`config.mk`:
```
export PLATFORM = sky130hd
export DESIGN_NAME = tpm_gate_power
export DESIGN_NICKNAME = d
export VERILOG_FILES = /design/src/include/tpm_pkg.sv /design/src/hw/tpm_sync2.sv /design/src/hw/tpm_unlock_seq.sv /design/src/hw/tpm_gate_power.sv
export VERILOG_INCLUDE_DIRS = /design/src /design/src/include
export SDC_FILE = /design/constraint.sdc
export NUM_CORES = 1
export LEC_CHECK = 0
export BUFFER_PORTS_ARGS = -buffer_cell sky130_fd_sc_hd__buf_2
export CAP_MARGIN = 20
export CORE_MARGIN = 1
export CORE_UTILIZATION = 41
export CTS_CLUSTER_SIZE = 20
export DETAILED_ROUTE_END_ITERATION = 16
export GPL_TIMING_DRIVEN = 1
export PLACE_DENSITY = 0.71
export SLEW_MARGIN = 20
export SYNTH_ARGS = -nofsm -noshare
export SYNTH_HDL_FRONTEND = slang
export SYNTH_SLANG_ARGS = --single-unit
```
`constraint.sdc`:
```
create_clock -name clk -period 6.2 [get_ports clk]
set_input_delay 0 -clock clk [delete_from_list [all_inputs] [get_ports clk]]
set_output_delay 0 -clock clk [all_outputs]
set_load 0.02 [all_outputs]
```
`src/include/tpm_cfg.svh`:
```
// Address map, field positions, reset values and counts of the gate and power block
`ifndef TPM_CFG_SVH
`define TPM_CFG_SVH
`define TPM_ADDR_POWER_CTL 8'h87
`define TPM_ADDR_POWER_MGMT 8'hc4
`define TPM_ADDR_GATE_A 8'hc7
`define TPM_ADDR_GATE_B 8'hc9
`define TPM_ADDR_WDOG_CTL 8'hd8
`define TPM_ADDR_MEM_CFG 8'hc6
`define TPM_ADDR_ADDR_CFG 8'h9d
`define TPM_ADDR_CLK_SEL 8'h8f
`define TPM_ADDR_WAKE_MASK 8'h9f
`define TPM_XADDR_FLASH_CMD 16'ha025
`define TPM_XADDR_PROG_CLK 16'ha026
`define TPM_XADDR_FLASH_PROT_CTL 16'ha027
`define TPM_XADDR_FLASH_PROT_0 16'ha030
`define TPM_XADDR_BRK_IRQ_EN 16'ha0e1
`define TPM_XADDR_DEBUG_ID 16'ha09f
`define TPM_UNLOCK_FIRST 8'haa
`define TPM_UNLOCK_SECOND 8'h55
`define TPM_GATE_B_CLOSE 8'h00
`define TPM_GATE_B_WINDOW 9'h100
`define TPM_BIT_BAUD_DBL 7
`define TPM_BIT_SLEEP 2
`define TPM_BIT_STOP 1
`define TPM_BIT_IDLE 0
`define TPM_BIT_CD_HIGH 7
`define TPM_BIT_CD_LOW 6
`define TPM_BIT_SWITCH_BACK 5
`define TPM_RST_CD_LOW 1'b1
`define TPM_RST_SWITCH_BACK 1'b0
`define TPM_SETTLE_SEL0 9'h004
`define TPM_SETTLE_SEL1 9'h010
`define TPM_SETTLE_SEL2 9'h040
`define TPM_SETTLE_SEL3 9'h100
`endif

```
`src/include/tpm_pkg.sv`:
```
// Types shared by the gate and power block
package tpm_pkg;
   typedef enum logic [2:0] {PM_RUN, PM_IDLE, PM_STOP, PM_SLEEP, PM_SETTLE} tpm_pwr_e;
   typedef struct packed {
      logic [7:0] addr;
      logic wr;
      logic rd;
      logic [7:0] wdata;
   } tpm_sfr_req_s;
   typedef struct packed {
      logic [15:0] addr;
      logic wr;
   } tpm_xfr_req_s;
   typedef struct packed {
      logic wdog_ctl;
      logic wdog_restart;
      logic mem_cfg;
      logic addr_cfg;
      logic clk_sel;
      logic wake_mask;
      logic xfr;
   } tpm_we_s;
   typedef struct packed {
      logic s1;
      logic s2;
   } tpm_sync_s;
   typedef struct packed {
      logic armed;
   } tpm_seq_s;
   typedef struct packed {
      logic ticket;
      logic [8:0] win_cnt;
      logic b_open;
      tpm_pwr_e pwr;
      logic [8:0] settle_cnt;
      logic [7:0] rdata;
      logic baud_dbl;
      logic cd_low;
      logic switch_back;
      logic slow_d;
      logic wake_d;
      tpm_we_s we;
      logic [7:0] wdata;
      logic [15:0] xaddr;
      logic cpu_clk_stop;
      logic periph_clk_stop;
      logic regulator_off;
      logic integ_rst;
   } tpm_state_s;
endpackage

```
`src/hw/tpm_sync2.sv`:
```
// Two-flop synchroniser for one level
`timescale 1ns/10ps
module tpm_sync2 (
   input wire logic clk,
   input wire logic rst,
   input wire logic d,
   output logic q
);
   tpm_pkg::tpm_sync_s s_r;
   tpm_pkg::tpm_sync_s s_nxt;
   always_comb begin
      s_nxt.s1 = d;
      s_nxt.s2 = s_r.s1;
   end
   always_ff @(posedge clk or posedge rst) begin
      if (rst) begin
         s_r <= '0;
      end else begin
         s_r <= s_nxt;
      end
   end
   assign q = s_r.s2;
endmodule

```
`src/hw/tpm_unlock_seq.sv`:
```
// Two-write unlock sequence detector for one gate address
`timescale 1ns/10ps
`include "tpm_cfg.svh"
module tpm_unlock_seq (
   input wire logic clk,
   input wire logic rst,
   input wire logic sel_wr,
   input wire logic sel_rd,
   input wire logic [7:0] wdata,
   output logic hit
);
   tpm_pkg::tpm_seq_s s_r;
   tpm_pkg::tpm_seq_s s_nxt;
   // Any other value or any read at the address starts over
   always_comb begin
      s_nxt = s_r;
      if (sel_wr) begin
         s_nxt.armed = (wdata == `TPM_UNLOCK_FIRST);
      end else if (sel_rd) begin
         s_nxt.armed = 1'b0;
      end
   end
   always_ff @(posedge clk or posedge rst) begin
      if (rst) begin
         s_r <= '0;
      end else begin
         s_r <= s_nxt;
      end
   end
   assign hit = sel_wr && s_r.armed && (wdata == `TPM_UNLOCK_SECOND);
endmodule

```
`src/hw/tpm_gate_power.sv`:
```
// Timed-access write gates and CPU power-mode control
`timescale 1ns/10ps
`include "tpm_cfg.svh"
module tpm_gate_power (
   input wire logic clk,
   input wire logic rst,
   input tpm_pkg::tpm_sfr_req_s sfr_req,
   input tpm_pkg::tpm_xfr_req_s xfr_req,
   input wire logic wake_event,
   input wire logic slow_32k_clock,
   input wire logic [1:0] regulator_settle_sel,
   output logic [7:0] sfr_rdata,
   output tpm_pkg::tpm_we_s prot_we,
   output logic [7:0] prot_wdata,
   output logic [15:0] prot_xaddr,
   output logic gate_a_unlocked_flag,
   output logic gate_b_open_flag,
   output logic uart0_baud_double,
   output logic cpu_clk_stop,
   output logic periph_clk_stop,
   output logic regulator_off,
   output logic integ_periph_rst
);
   tpm_pkg::tpm_state_s s_r;
   tpm_pkg::tpm_state_s s_nxt;
   logic wake_q;
   logic slow_q;
   logic a_hit;
   logic b_hit;
   logic sel_a;
   logic sel_b;
   logic b_close;
   logic wake_edge;
   logic slow_tick;

   function automatic logic [8:0] settle_len(input logic [1:0] sel);
      logic [8:0] r;
      r = `TPM_SETTLE_SEL3;
      case (sel)
         2'h0: r = `TPM_SETTLE_SEL0;
         2'h1: r = `TPM_SETTLE_SEL1;
         2'h2: r = `TPM_SETTLE_SEL2;
         default: r = `TPM_SETTLE_SEL3;
      endcase
      return r;
   endfunction

   function automatic logic is_gate_b_xfr(input logic [15:0] a);
      return a == `TPM_XADDR_FLASH_CMD || a == `TPM_XADDR_PROG_CLK ||
         a == `TPM_XADDR_FLASH_PROT_CTL || a == `TPM_XADDR_FLASH_PROT_0 ||
         a == `TPM_XADDR_BRK_IRQ_EN || a == `TPM_XADDR_DEBUG_ID;
   endfunction

   // Wake is an outside level; slow clock is sampled as a level
   tpm_sync2 u_wake_sync (
      .clk(clk),
      .rst(rst),
      .d(wake_event),
      .q(wake_q)
   );
   tpm_sync2 u_slow_sync (
      .clk(clk),
      .rst(rst),
      .d(slow_32k_clock),
      .q(slow_q)
   );

   assign sel_a = sfr_req.addr == `TPM_ADDR_GATE_A;
   assign sel_b = sfr_req.addr == `TPM_ADDR_GATE_B;
   assign b_close = sfr_req.wr && sel_b && sfr_req.wdata == `TPM_GATE_B_CLOSE;
   assign wake_edge = wake_q && !s_r.wake_d;
   assign slow_tick = slow_q && !s_r.slow_d;

   tpm_unlock_seq u_seq_a (
      .clk(clk),
      .rst(rst),
      .sel_wr(sfr_req.wr && sel_a),
      .sel_rd(sfr_req.rd && sel_a),
      .wdata(sfr_req.wdata),
      .hit(a_hit)
   );
   tpm_unlock_seq u_seq_b (
      .clk(clk),
      .rst(rst),
      .sel_wr(sfr_req.wr && sel_b),
      .sel_rd(sfr_req.rd && sel_b),
      .wdata(sfr_req.wdata),
      .hit(b_hit)
   );

   always_comb begin
      s_nxt = s_r;
      s_nxt.we = '0;
      s_nxt.wake_d = wake_q;
      s_nxt.slow_d = slow_q;
      s_nxt.wdata = sfr_req.wdata;
      s_nxt.xaddr = xfr_req.addr;

      // Gate A ticket; grant wins over the cancel by the same access
      if (sel_a && (sfr_req.wr || sfr_req.rd)) begin
         s_nxt.ticket = 1'b0;
      end
      if (a_hit) begin
         s_nxt.ticket = 1'b1;
      end
      if (sfr_req.wr && s_r.ticket) begin
         unique case (sfr_req.addr)
            `TPM_ADDR_MEM_CFG: begin
               s_nxt.we.mem_cfg = 1'b1;
               s_nxt.ticket = 1'b0;
            end
            `TPM_ADDR_ADDR_CFG: begin
               s_nxt.we.addr_cfg = 1'b1;
               s_nxt.ticket = 1'b0;
            end
            `TPM_ADDR_WDOG_CTL: begin
               s_nxt.we.wdog_restart = 1'b1;
               s_nxt.ticket = 1'b0;
            end
            default: begin
            end
         endcase
      end
      // Watchdog control other bits are not protected
      if (sfr_req.wr && sfr_req.addr == `TPM_ADDR_WDOG_CTL) begin
         s_nxt.we.wdog_ctl = 1'b1;
      end

      // Gate B window; counter frozen while the CPU clock is stopped
      if (s_r.win_cnt != 9'h000 && !s_r.cpu_clk_stop) begin
         s_nxt.win_cnt = s_r.win_cnt - 9'h001;
      end
      if (b_close) begin
         s_nxt.win_cnt = 9'h000;
      end
      if (b_hit) begin
         s_nxt.win_cnt = `TPM_GATE_B_WINDOW;
      end
      s_nxt.b_open = s_nxt.win_cnt != 9'h000;
      if (s_r.win_cnt != 9'h000) begin
         s_nxt.we.clk_sel = sfr_req.wr && sfr_req.addr == `TPM_ADDR_CLK_SEL;
         s_nxt.we.wake_mask = sfr_req.wr && sfr_req.addr == `TPM_ADDR_WAKE_MASK;
         s_nxt.we.xfr = xfr_req.wr && is_gate_b_xfr(xfr_req.addr);
      end

      // Power mode sequencing
      unique case (s_r.pwr)
         tpm_pkg::PM_RUN: begin
            if (sfr_req.wr && sfr_req.addr == `TPM_ADDR_POWER_CTL) begin
               s_nxt.baud_dbl = sfr_req.wdata[`TPM_BIT_BAUD_DBL];
               if (sfr_req.wdata[`TPM_BIT_STOP] && sfr_req.wdata[`TPM_BIT_SLEEP]) begin
                  s_nxt.pwr = tpm_pkg::PM_SLEEP;
               end else if (sfr_req.wdata[`TPM_BIT_STOP]) begin
                  s_nxt.pwr = tpm_pkg::PM_STOP;
               end else if (sfr_req.wdata[`TPM_BIT_IDLE]) begin
                  s_nxt.pwr = tpm_pkg::PM_IDLE;
               end
            end
         end
         tpm_pkg::PM_IDLE, tpm_pkg::PM_STOP: begin
            if (wake_edge) begin
               s_nxt.pwr = tpm_pkg::PM_RUN;
            end
         end
         tpm_pkg::PM_SLEEP: begin
            if (wake_edge) begin
               s_nxt.pwr = tpm_pkg::PM_SETTLE;
               s_nxt.settle_cnt = settle_len(regulator_settle_sel);
            end
         end
         tpm_pkg::PM_SETTLE: begin
            if (slow_tick) begin
               if (s_r.settle_cnt == 9'h001) begin
                  s_nxt.pwr = tpm_pkg::PM_RUN;
               end
               s_nxt.settle_cnt = s_r.settle_cnt - 9'h001;
            end
         end
         default: begin
            s_nxt.pwr = tpm_pkg::PM_RUN;
         end
      endcase
      s_nxt.cpu_clk_stop = s_nxt.pwr != tpm_pkg::PM_RUN;
      s_nxt.periph_clk_stop = s_nxt.pwr == tpm_pkg::PM_STOP ||
         s_nxt.pwr == tpm_pkg::PM_SLEEP || s_nxt.pwr == tpm_pkg::PM_SETTLE;
      s_nxt.regulator_off = s_nxt.pwr == tpm_pkg::PM_SLEEP;
      s_nxt.integ_rst = s_nxt.pwr == tpm_pkg::PM_IDLE;

      // Power management: divider high bit stays zero, switch-back inert
      if (sfr_req.wr && sfr_req.addr == `TPM_ADDR_POWER_MGMT) begin
         s_nxt.cd_low = sfr_req.wdata[`TPM_BIT_CD_LOW];
         s_nxt.switch_back = sfr_req.wdata[`TPM_BIT_SWITCH_BACK];
      end

      // Register read data, one cycle after the read strobe
      if (sfr_req.rd) begin
         s_nxt.rdata = 8'h00;
         unique case (sfr_req.addr)
            `TPM_ADDR_GATE_A: s_nxt.rdata[0] = s_r.ticket;
            `TPM_ADDR_GATE_B: s_nxt.rdata[0] = s_r.win_cnt != 9'h000;
            `TPM_ADDR_POWER_CTL: s_nxt.rdata[`TPM_BIT_BAUD_DBL] = s_r.baud_dbl;
            `TPM_ADDR_POWER_MGMT: begin
               s_nxt.rdata[`TPM_BIT_CD_HIGH] = 1'b0;
               s_nxt.rdata[`TPM_BIT_CD_LOW] = s_r.cd_low;
               s_nxt.rdata[`TPM_BIT_SWITCH_BACK] = s_r.switch_back;
            end
            default: begin
            end
         endcase
      end
   end

   always_ff @(posedge clk or posedge rst) begin
      if (rst) begin
         s_r <= '0;
         s_r.cd_low <= `TPM_RST_CD_LOW;
         s_r.switch_back <= `TPM_RST_SWITCH_BACK;
      end else begin
         s_r <= s_nxt;
      end
   end

   assign sfr_rdata = s_r.rdata;
   assign prot_we = s_r.we;
   assign prot_wdata = s_r.wdata;
   assign prot_xaddr = s_r.xaddr;
   assign gate_a_unlocked_flag = s_r.ticket;
   assign gate_b_open_flag = s_r.b_open;
   assign uart0_baud_double = s_r.baud_dbl;
   assign cpu_clk_stop = s_r.cpu_clk_stop;
   assign periph_clk_stop = s_r.periph_clk_stop;
   assign regulator_off = s_r.regulator_off;
   assign integ_periph_rst = s_r.integ_rst;
endmodule

```
* Yosys cells after proc, flatten, opt, wreduce, memory -nomap -nowiden
Index checks and enable logic that the tools add are counted.
Widths: inputs -> output; s select.
** Word-level totals
- Word-level logic and storage cells :: 138
- Output and inout port bits :: 46
- Input port bits :: 41
- Register bits :: 73
** Operators by class
- Reductions and logical operators :: 45
- Muxes and demuxes :: 31
- Equality and inequality tests :: 30
- $add $sub $neg :: 2
** Operators by type and width (count)
- $eq 16x16->1 const B :: 6
- $eq 8x8->1 const B :: 10
- $mux 9 :: 3
- $pmux 9 s3 :: 1
- $mux 12 :: 2
- $mux 3 :: 8
- $logic_and 1x1->1 :: 21
- $pmux 9 s2 :: 1
- $reduce_bool 9->1 :: 2
- $sub 9x1->9 const B :: 2
- $mux 1 :: 13
- $eq 3x2->1 const B :: 4
- $pmux 3 s4 :: 1
- $eq 9x1->1 const B :: 1
- $eq 8x7->1 const B :: 1
- $logic_not 8->1 :: 1
- $logic_or 1x1->1 :: 8
- $eq 3x1->1 const B :: 2
- $eq 3x3->1 const B :: 2
- $reduce_bool 2->1 :: 3
- $ne 2x2->1 const B :: 2
- $logic_not 1->1 :: 3
- $logic_not 3->1 :: 1
- $reduce_and 3->1 :: 1
- 9 further kinds :: 9

* Longest topological paths before layout
Gate-level depths: netlist of run 1.
- Word-level depth :: 8
- Gate-level depth with buffers :: 8
- Mapped depth without buffers :: 7

* Cells and area by module
Synthesis of run 1 repeated with hierarchy kept, for this count alone.
** Second synthesis, totals
- Cell total of the unflattened synthesis :: 324
- Area total of the unflattened synthesis :: 3452.1 µm²
** By module, submodules not included
- tpm_gate_power :: area an instance 3134.3 µm², instances 1, sequential area each 1677.9 µm², cells an instance 300
- tpm_unlock_seq :: area an instance 105.1 µm², instances 2, sequential area each 25.0 µm², cells an instance 9
- tpm_sync2 :: area an instance 53.8 µm², instances 2, sequential area each 50.0 µm², cells an instance 3

* Least setup slack after synthesis of run 1
Ideal clock, no wire load.
- Path type :: reg-to-reg
- From :: register s_r[61] in the netlist's numbering
- To :: register s_r (netlist bit gate_b_open_flag)
- Path slack :: 4164 ps
- Stages on the path, launching flop included :: 9
- Buffers on the path :: 1
- Data required time :: 6056 ps
- Data arrival time :: 1892 ps
- Path through :: dfrtp_1 -> inv_1 -> ha_1 -> or4b_1 -> buf_2 -> a21oi_1 -> o31ai_1 -> a2111oi_2 -> o221ai_1
** RTL lines
- start, declared :: RTL line tpm_gate_power.sv:24 : tpm_pkg::tpm_state_s s_r;
- start signal, assigned :: RTL line tpm_gate_power.sv:219 : s_r <= s_nxt;

==> metrics, run 1 <==
DRT iter0 DRCs 109; slew of the pin with the lowest slew margin 0.899 ns; Worst path slowest cell or4b_1; # IOs 87; top cells by area, synth dfrtp_1 53%, buf_4 8.8%, nor2_1 3.4%; sum of buffers and inverters on the critical path 1; maxcap violations 0; Fmax 0.436 GHz; post-route setup TNS 0 ns; initial antenna violation count 0; Synth top area share 52.6%; Max Buffers Root-to-Sink 2; gr usage total 19.1%; CP required 6.40 ns; grt ovf 0; leading cell type in the layout, fill and taps excluded buf_2; FP Rows 32; crit end category register; DP Cell Count 462; synthesized cell area 0.00342 mm2; antenna viol nets, final 0; leakage power 0.00198 uW; Final nets 452; Synth area leader dfrtp_1; clk_skew 0.00726 ns; Final Setup Violations 0; CTS sink cnt 73; post_cts resized 0; Yosys warning count 0; DR WL/cell 14.7 um; Layout area overhead 26.4%; non-filler cells, final 515; min-delay src sfr_req[9]; total CTS buffers 9; Worst Path Arrival 2.49 ns; total number of vias 2678; Peak VDD IR 117 uV; Reg2Reg Launch Point s_r[61]; CP Cell Sequence inv_1, ha_1, or4b_1, a21oi_1, o31ai_1, a2111oi_2, o221ai_1; synthesized instance count 317; RR Endpoint gate_b_open_flag; WHS Path Cells 2; maximum fanout along the worst path 9; EDFF count, synth 0; fraction of registers with async set/reset 100%; Top delay family on crit path compound AO/OA/AOI/OAI gates; power density over the cells 310 mW/mm2; H-tree level count 3; total wire length 7570 um; Seq/Total Area, Yosys 53.4%; RSZ-0062 raised after global routing no; layout cells sized above 1 29.3%; number of global-route vias before repair 2749; # DRC 0; Slew Limit Headroom 40.0%; final period utilization 37.0%; pin count of the biggest net entering global routing 74; min cycle time layout 2.29 ns; Initial Util 43.4%; Root Driver clkbuf_8; flops & latches, synth 73; global-route wire length before repair 12800 um; die area 0.00872 mm2; core area 0.00789 mm2; most frequent cells in the layout 82 x buf_2, 72 x dfrtp_1, 37 x dlygate4sd3_1; CP Class reg -> reg; CTS tree done; routability cong. 0.956; drt via density 5.20; Final Hold Fails 0; I/O Buffers 82; outcome complete, no violations; die width 93.4 um; clk slew on worst S/H paths 0.08 ns; Inserted Diodes 0; max incr delay on CP 0.59 ns; worst reg-to-reg setup slack 3.91 ns; crit start category register; Initial DRT Pass Iterations 4; Clk Latency, worst-skew pair 0.34 ns; Cell variety after synth 60; dominant synthesized flop cell dfrtp_1; Slew Viols, Final 0; Hold WC Path Type in -> reg; dpl hpwl 5070 um; Worst Hold Path EP prot_we[4]; r2r worst-path depth 7; Mean Syn Cell Area 10.8 um2; die height 93.4 um
metal layers:
metal / vias to the layer above / wire (um) / track usage (%)
met1: 1284 / 3380 / 24.4
met3: 11 / 485 / 3.90
met5: - / 0 / 0
met2: 107 / 3580 / 31.2
met4: 0 / 123 / 8.46
li1: 1276 / - / -
metrics by stage:
stage	setup WS (ns)	hold WS, ns	util (%)	power [uW]	instance area, um2
after CTS	3.94	0.00294	54.9	1350	4330
final	3.91	0.0212	54.9	1340	4330
after global routing	3.77	0.0117	54.9	1410	4330
after floorplan	4.16	0.0314	-	742	3430
after detailed placement	3.96	0.110	46.5	794	3670
after global placement	4.07	0.108	46.5	783	3670
registers in the layout, summed over array words and instances, names as in the netlist, 4 cells and up:
signal	cells
prot_xaddr	16
s_r	25
prot_wdata	8
sfr_rdata	4
prot_we	7
how the worst max path moves through the flow:
stage                        from          endpoint  slack (ns)  cells after the start
after floorplan           s_r[61]  gate_b_open_flag        4.16                      8
after global placement    s_r[61]  gate_b_open_flag        4.07                      7
after detailed placement  s_r[61]  gate_b_open_flag        3.96                      7
after CTS                 s_r[61]  gate_b_open_flag        3.94                      7
after global routing      s_r[61]  gate_b_open_flag        3.77                      7
final                     s_r[61]  gate_b_open_flag        3.91                      7
where the power goes:
group	leakage [uW]	total [uW]	switching (uW)	internal (uW)
sequential	0.000905	570	52.9	517
clock	0.000144	535	175	360
combinational	0.000928	239	133	106
total	0.00198	1340	361	983
final cells by class:
type	count	area (um2)
Clock buffer	11	141
Clock inverter	5	150
Fill cell	671	3560
Inverter	12	45.0
Multi-Input combinational cell	192	1250
Sequential cell	73	1830
Tap cell	102	128
Timing Repair Buffer	120	788
logic make-up (layout without fill, tap and decap cells):
| family | count (synthesis) | count (layout) | synth area share [%] |
|---|---|---|---|
| muxes | 7 | 7 | 2.19 |
| xor gates and xnor gates | 4 | 4 | 1.02 |
| AOI/OAI and AO/OA | 50 | 50 | 9.98 |
| adders and majority gates | 3 | 3 | 1.10 |
| buffers and inverters | 55 | 148 | 10.5 |
| and+or+nand+nor | 124 | 124 | 21.7 |
| other | 1 | 4 | 0.110 |
| DFF | 73 | 73 | 53.4 |
synthesized netlist by cell type, drive strengths merged (4+ instances only):
cell type	number
nor2	31
o21ai	16
mux2	4
or2	5
nand3	5
nor4	7
nand2	12
buf	42
nor3	11
inv	12
nor2b	9
dfrtp	72
nand4	9
a21oi	11
nor4b	4
or4	5
repair_timing:
action,CTS,global route
hold buffers,37,0
endpoints found under the setup margin,0,0
buffers inserted,0,0
endpoints found under the hold margin,114,0
No activity file was read; power rests on OpenSTA's default activity.
==> run 2, diff against run 1 <==
==> constraint.sdc (replaced) <==
create_clock -name clk -period 2.37 [get_ports clk]
set_input_delay 0 -clock clk [delete_from_list [all_inputs] [get_ports clk]]
set_output_delay 0 -clock clk [all_outputs]
set_load 0.02 [all_outputs]
==> metrics, run 2 (synthesis gave the netlist of run 1 again) <==
outcome complete, no violations (unchanged); CP Class reg -> reg (unchanged); number of global-route vias before repair 2654 (was 2749); crit end category register (unchanged); power density over the cells 748 mW/mm2 (was 310 mW/mm2); CTS tree done (unchanged); maximum fanout along the worst path 9 (unchanged); leakage power 0.00197 uW (was 0.00198 uW); pin count of the biggest net entering global routing 33 (was 74); total CTS buffers 9 (unchanged); total power 3230 uW (was 1340 uW); Sw Pwr 985 uW (was 361 uW); max reg flops 25 (unchanged); most frequent cells in the layout 82 x buf_2, 72 x dfrtp_1, 39 x dlygate4sd3_1 (was 82 x buf_2, 72 x dfrtp_1, 37 x dlygate4sd3_1); Seq pwr share 46.1% (was 42.4%); drt via density 5.15 (was 5.20); Worst Path Arrival 2.36 ns (was 2.49 ns); post-route setup TNS 0 ns (unchanged); Initial Util 43.4% (unchanged); fillers 699 (was 671); total wire length 7560 um (was 7570 um); Peak VDD IR 305 uV (was 117 uV); die height 93.4 um (unchanged); # IOs 87 (unchanged); Slew Viols, Final 0 (unchanged); clock power share 34.4% (was 39.8%); CP required 2.57 ns (was 6.40 ns); H-tree level count 3 (unchanged); Clk Latency, worst-skew pair 0.35 ns (was 0.34 ns); Final Hold Fails 0 (unchanged); Max Buffers Root-to-Sink 2 (unchanged); RSZ-0062 raised after global routing no (unchanged); FP Rows 32 (unchanged); Root Driver clkbuf_8 (unchanged); # DRC 0 (unchanged); clk_skew 0.0134 ns (was 0.00726 ns); global-route wire length before repair 12300 um (was 12800 um); initial antenna violation count 0 (unchanged); Inserted Diodes 0 (unchanged); die width 93.4 um (unchanged); DRT iter0 DRCs 108 (was 109); Slew Limit Headroom 56.7% (was 40.0%); core area 0.00789 mm2 (unchanged); DR WL/cell 14.5 um (was 14.7 um); clk slew on worst S/H paths 0.09 ns (was 0.08 ns); Initial DRT Pass Iterations 4 (unchanged); hold slack 0.0264 ns (was 0.0212 ns); total number of vias 2676 (was 2678); Final Setup Violations 0 (unchanged); Layout area overhead 25.9% (was 26.4%); layout cells sized above 1 30.1% (was 29.3%); worst reg-to-reg setup slack 0.22 ns (was 3.91 ns); routability cong. 0.895 (was 0.956); CTS sink cnt 73 (unchanged); crit start category register (unchanged); Pint 2240 uW (was 983 uW); slew of the pin with the lowest slew margin 0.649 ns (was 0.899 ns); power share of the combinational group 19.5% (was 17.8%); Biggest register s_r (unchanged); I/O Buffers 82 (unchanged); final period utilization 90.9% (was 37.0%); Fmax 0.464 GHz (was 0.436 GHz); gr usage total 18.4% (was 19.1%); grt ovf 0 (unchanged); switching portion of total power 30.5% (was 26.8%); Hold WC Path Type in -> reg (unchanged); dpl hpwl 5260 um (was 5070 um); min cycle time layout 2.15 ns (was 2.29 ns); leading cell type in the layout, fill and taps excluded buf_2 (unchanged); maxcap violations 0 (unchanged); Final nets 457 (was 452); antenna viol nets, final 0 (unchanged); die area 0.00872 mm2 (unchanged)
## run 2: metal layers
layer	vias to the layer above	GRT usage (%)	routed length (um)
li1	1291	-	-
met1	1276	23.9	3460
met2	101	30.1	3520
met3	8	5.12	466
met4	0	5.51	110
met5	-	0	0
## run 2: final cells by class
| class | instances | area, um2 | area share, % |
|---|---|---|---|
| clock buffers | 9 | 124 | 2.87 |
| clock inverters | 7 | 104 | 2.41 |
| inverters | 12 | 45.0 | 1.05 |
| multi-input cells | 192 | 1250 | 29.0 |
| flip-flops and latches | 73 | 1830 | 42.4 |
| well taps | 102 | 128 | 2.96 |
| repair buffers | 125 | 831 | 19.3 |
## run 2: what timing repair did
item,CTS,global route
gates resized for setup,0,1
hold buffers,39,0
setup buffers,0,0
hold endpoints to repair,70,0
setup endpoints to repair,0,1
## run 2: worst max-delay path, cell delays in order (launching register included)
cell and delay, ns:
dfrtp_1 0.44, inv_1 0.11, ha_2 0.27, or4b_1 0.56, a21oi_1 0.18, o31ai_1 0.09
a2111oi_2 0.21, o221ai_1 0.16
## run 2: metrics by stage
stage / util (%) / setup WS [ns] / instances / cell area [um2]
final: 54.6 / 0.216 / 520 / 4310
after global placement: 46.8 / 0.216 / 465 / 3690
after detailed placement: 46.8 / 0.188 / 465 / 3690
after floorplan: - / 0.334 / 320 / 3430
after global routing: 54.6 / 0.0389 / 520 / 4310
after CTS: 54.6 / 0.165 / 520 / 4310
## run 2: final timing paths
path / end / cells after the start / startpoint
setup reg to reg: gate_b_open_flag / 7 / s_r[61]
min in group asynchronous: regulator_off / 3 / rst
max in group asynchronous: prot_xaddr[15] / 4 / rst
hold reg to reg: u_slow_sync.q / 0 / u_slow_sync.s_nxt[0]
setup / recovery: gate_b_open_flag / 7 / s_r[61]
hold / removal: prot_we[0] / 4 / xfr_req[0]
## run 2: power groups by stage
stage | clock (uW) | combinational (uW) | sequential [uW]
floorplan | 0 | 480 | 1460
global placement | 0 | 553 | 1500
CTS | 1130 | 623 | 1480
finish | 1110 | 629 | 1490
global route | 1190 | 704 | 1500
detailed placement | 0 | 572 | 1510
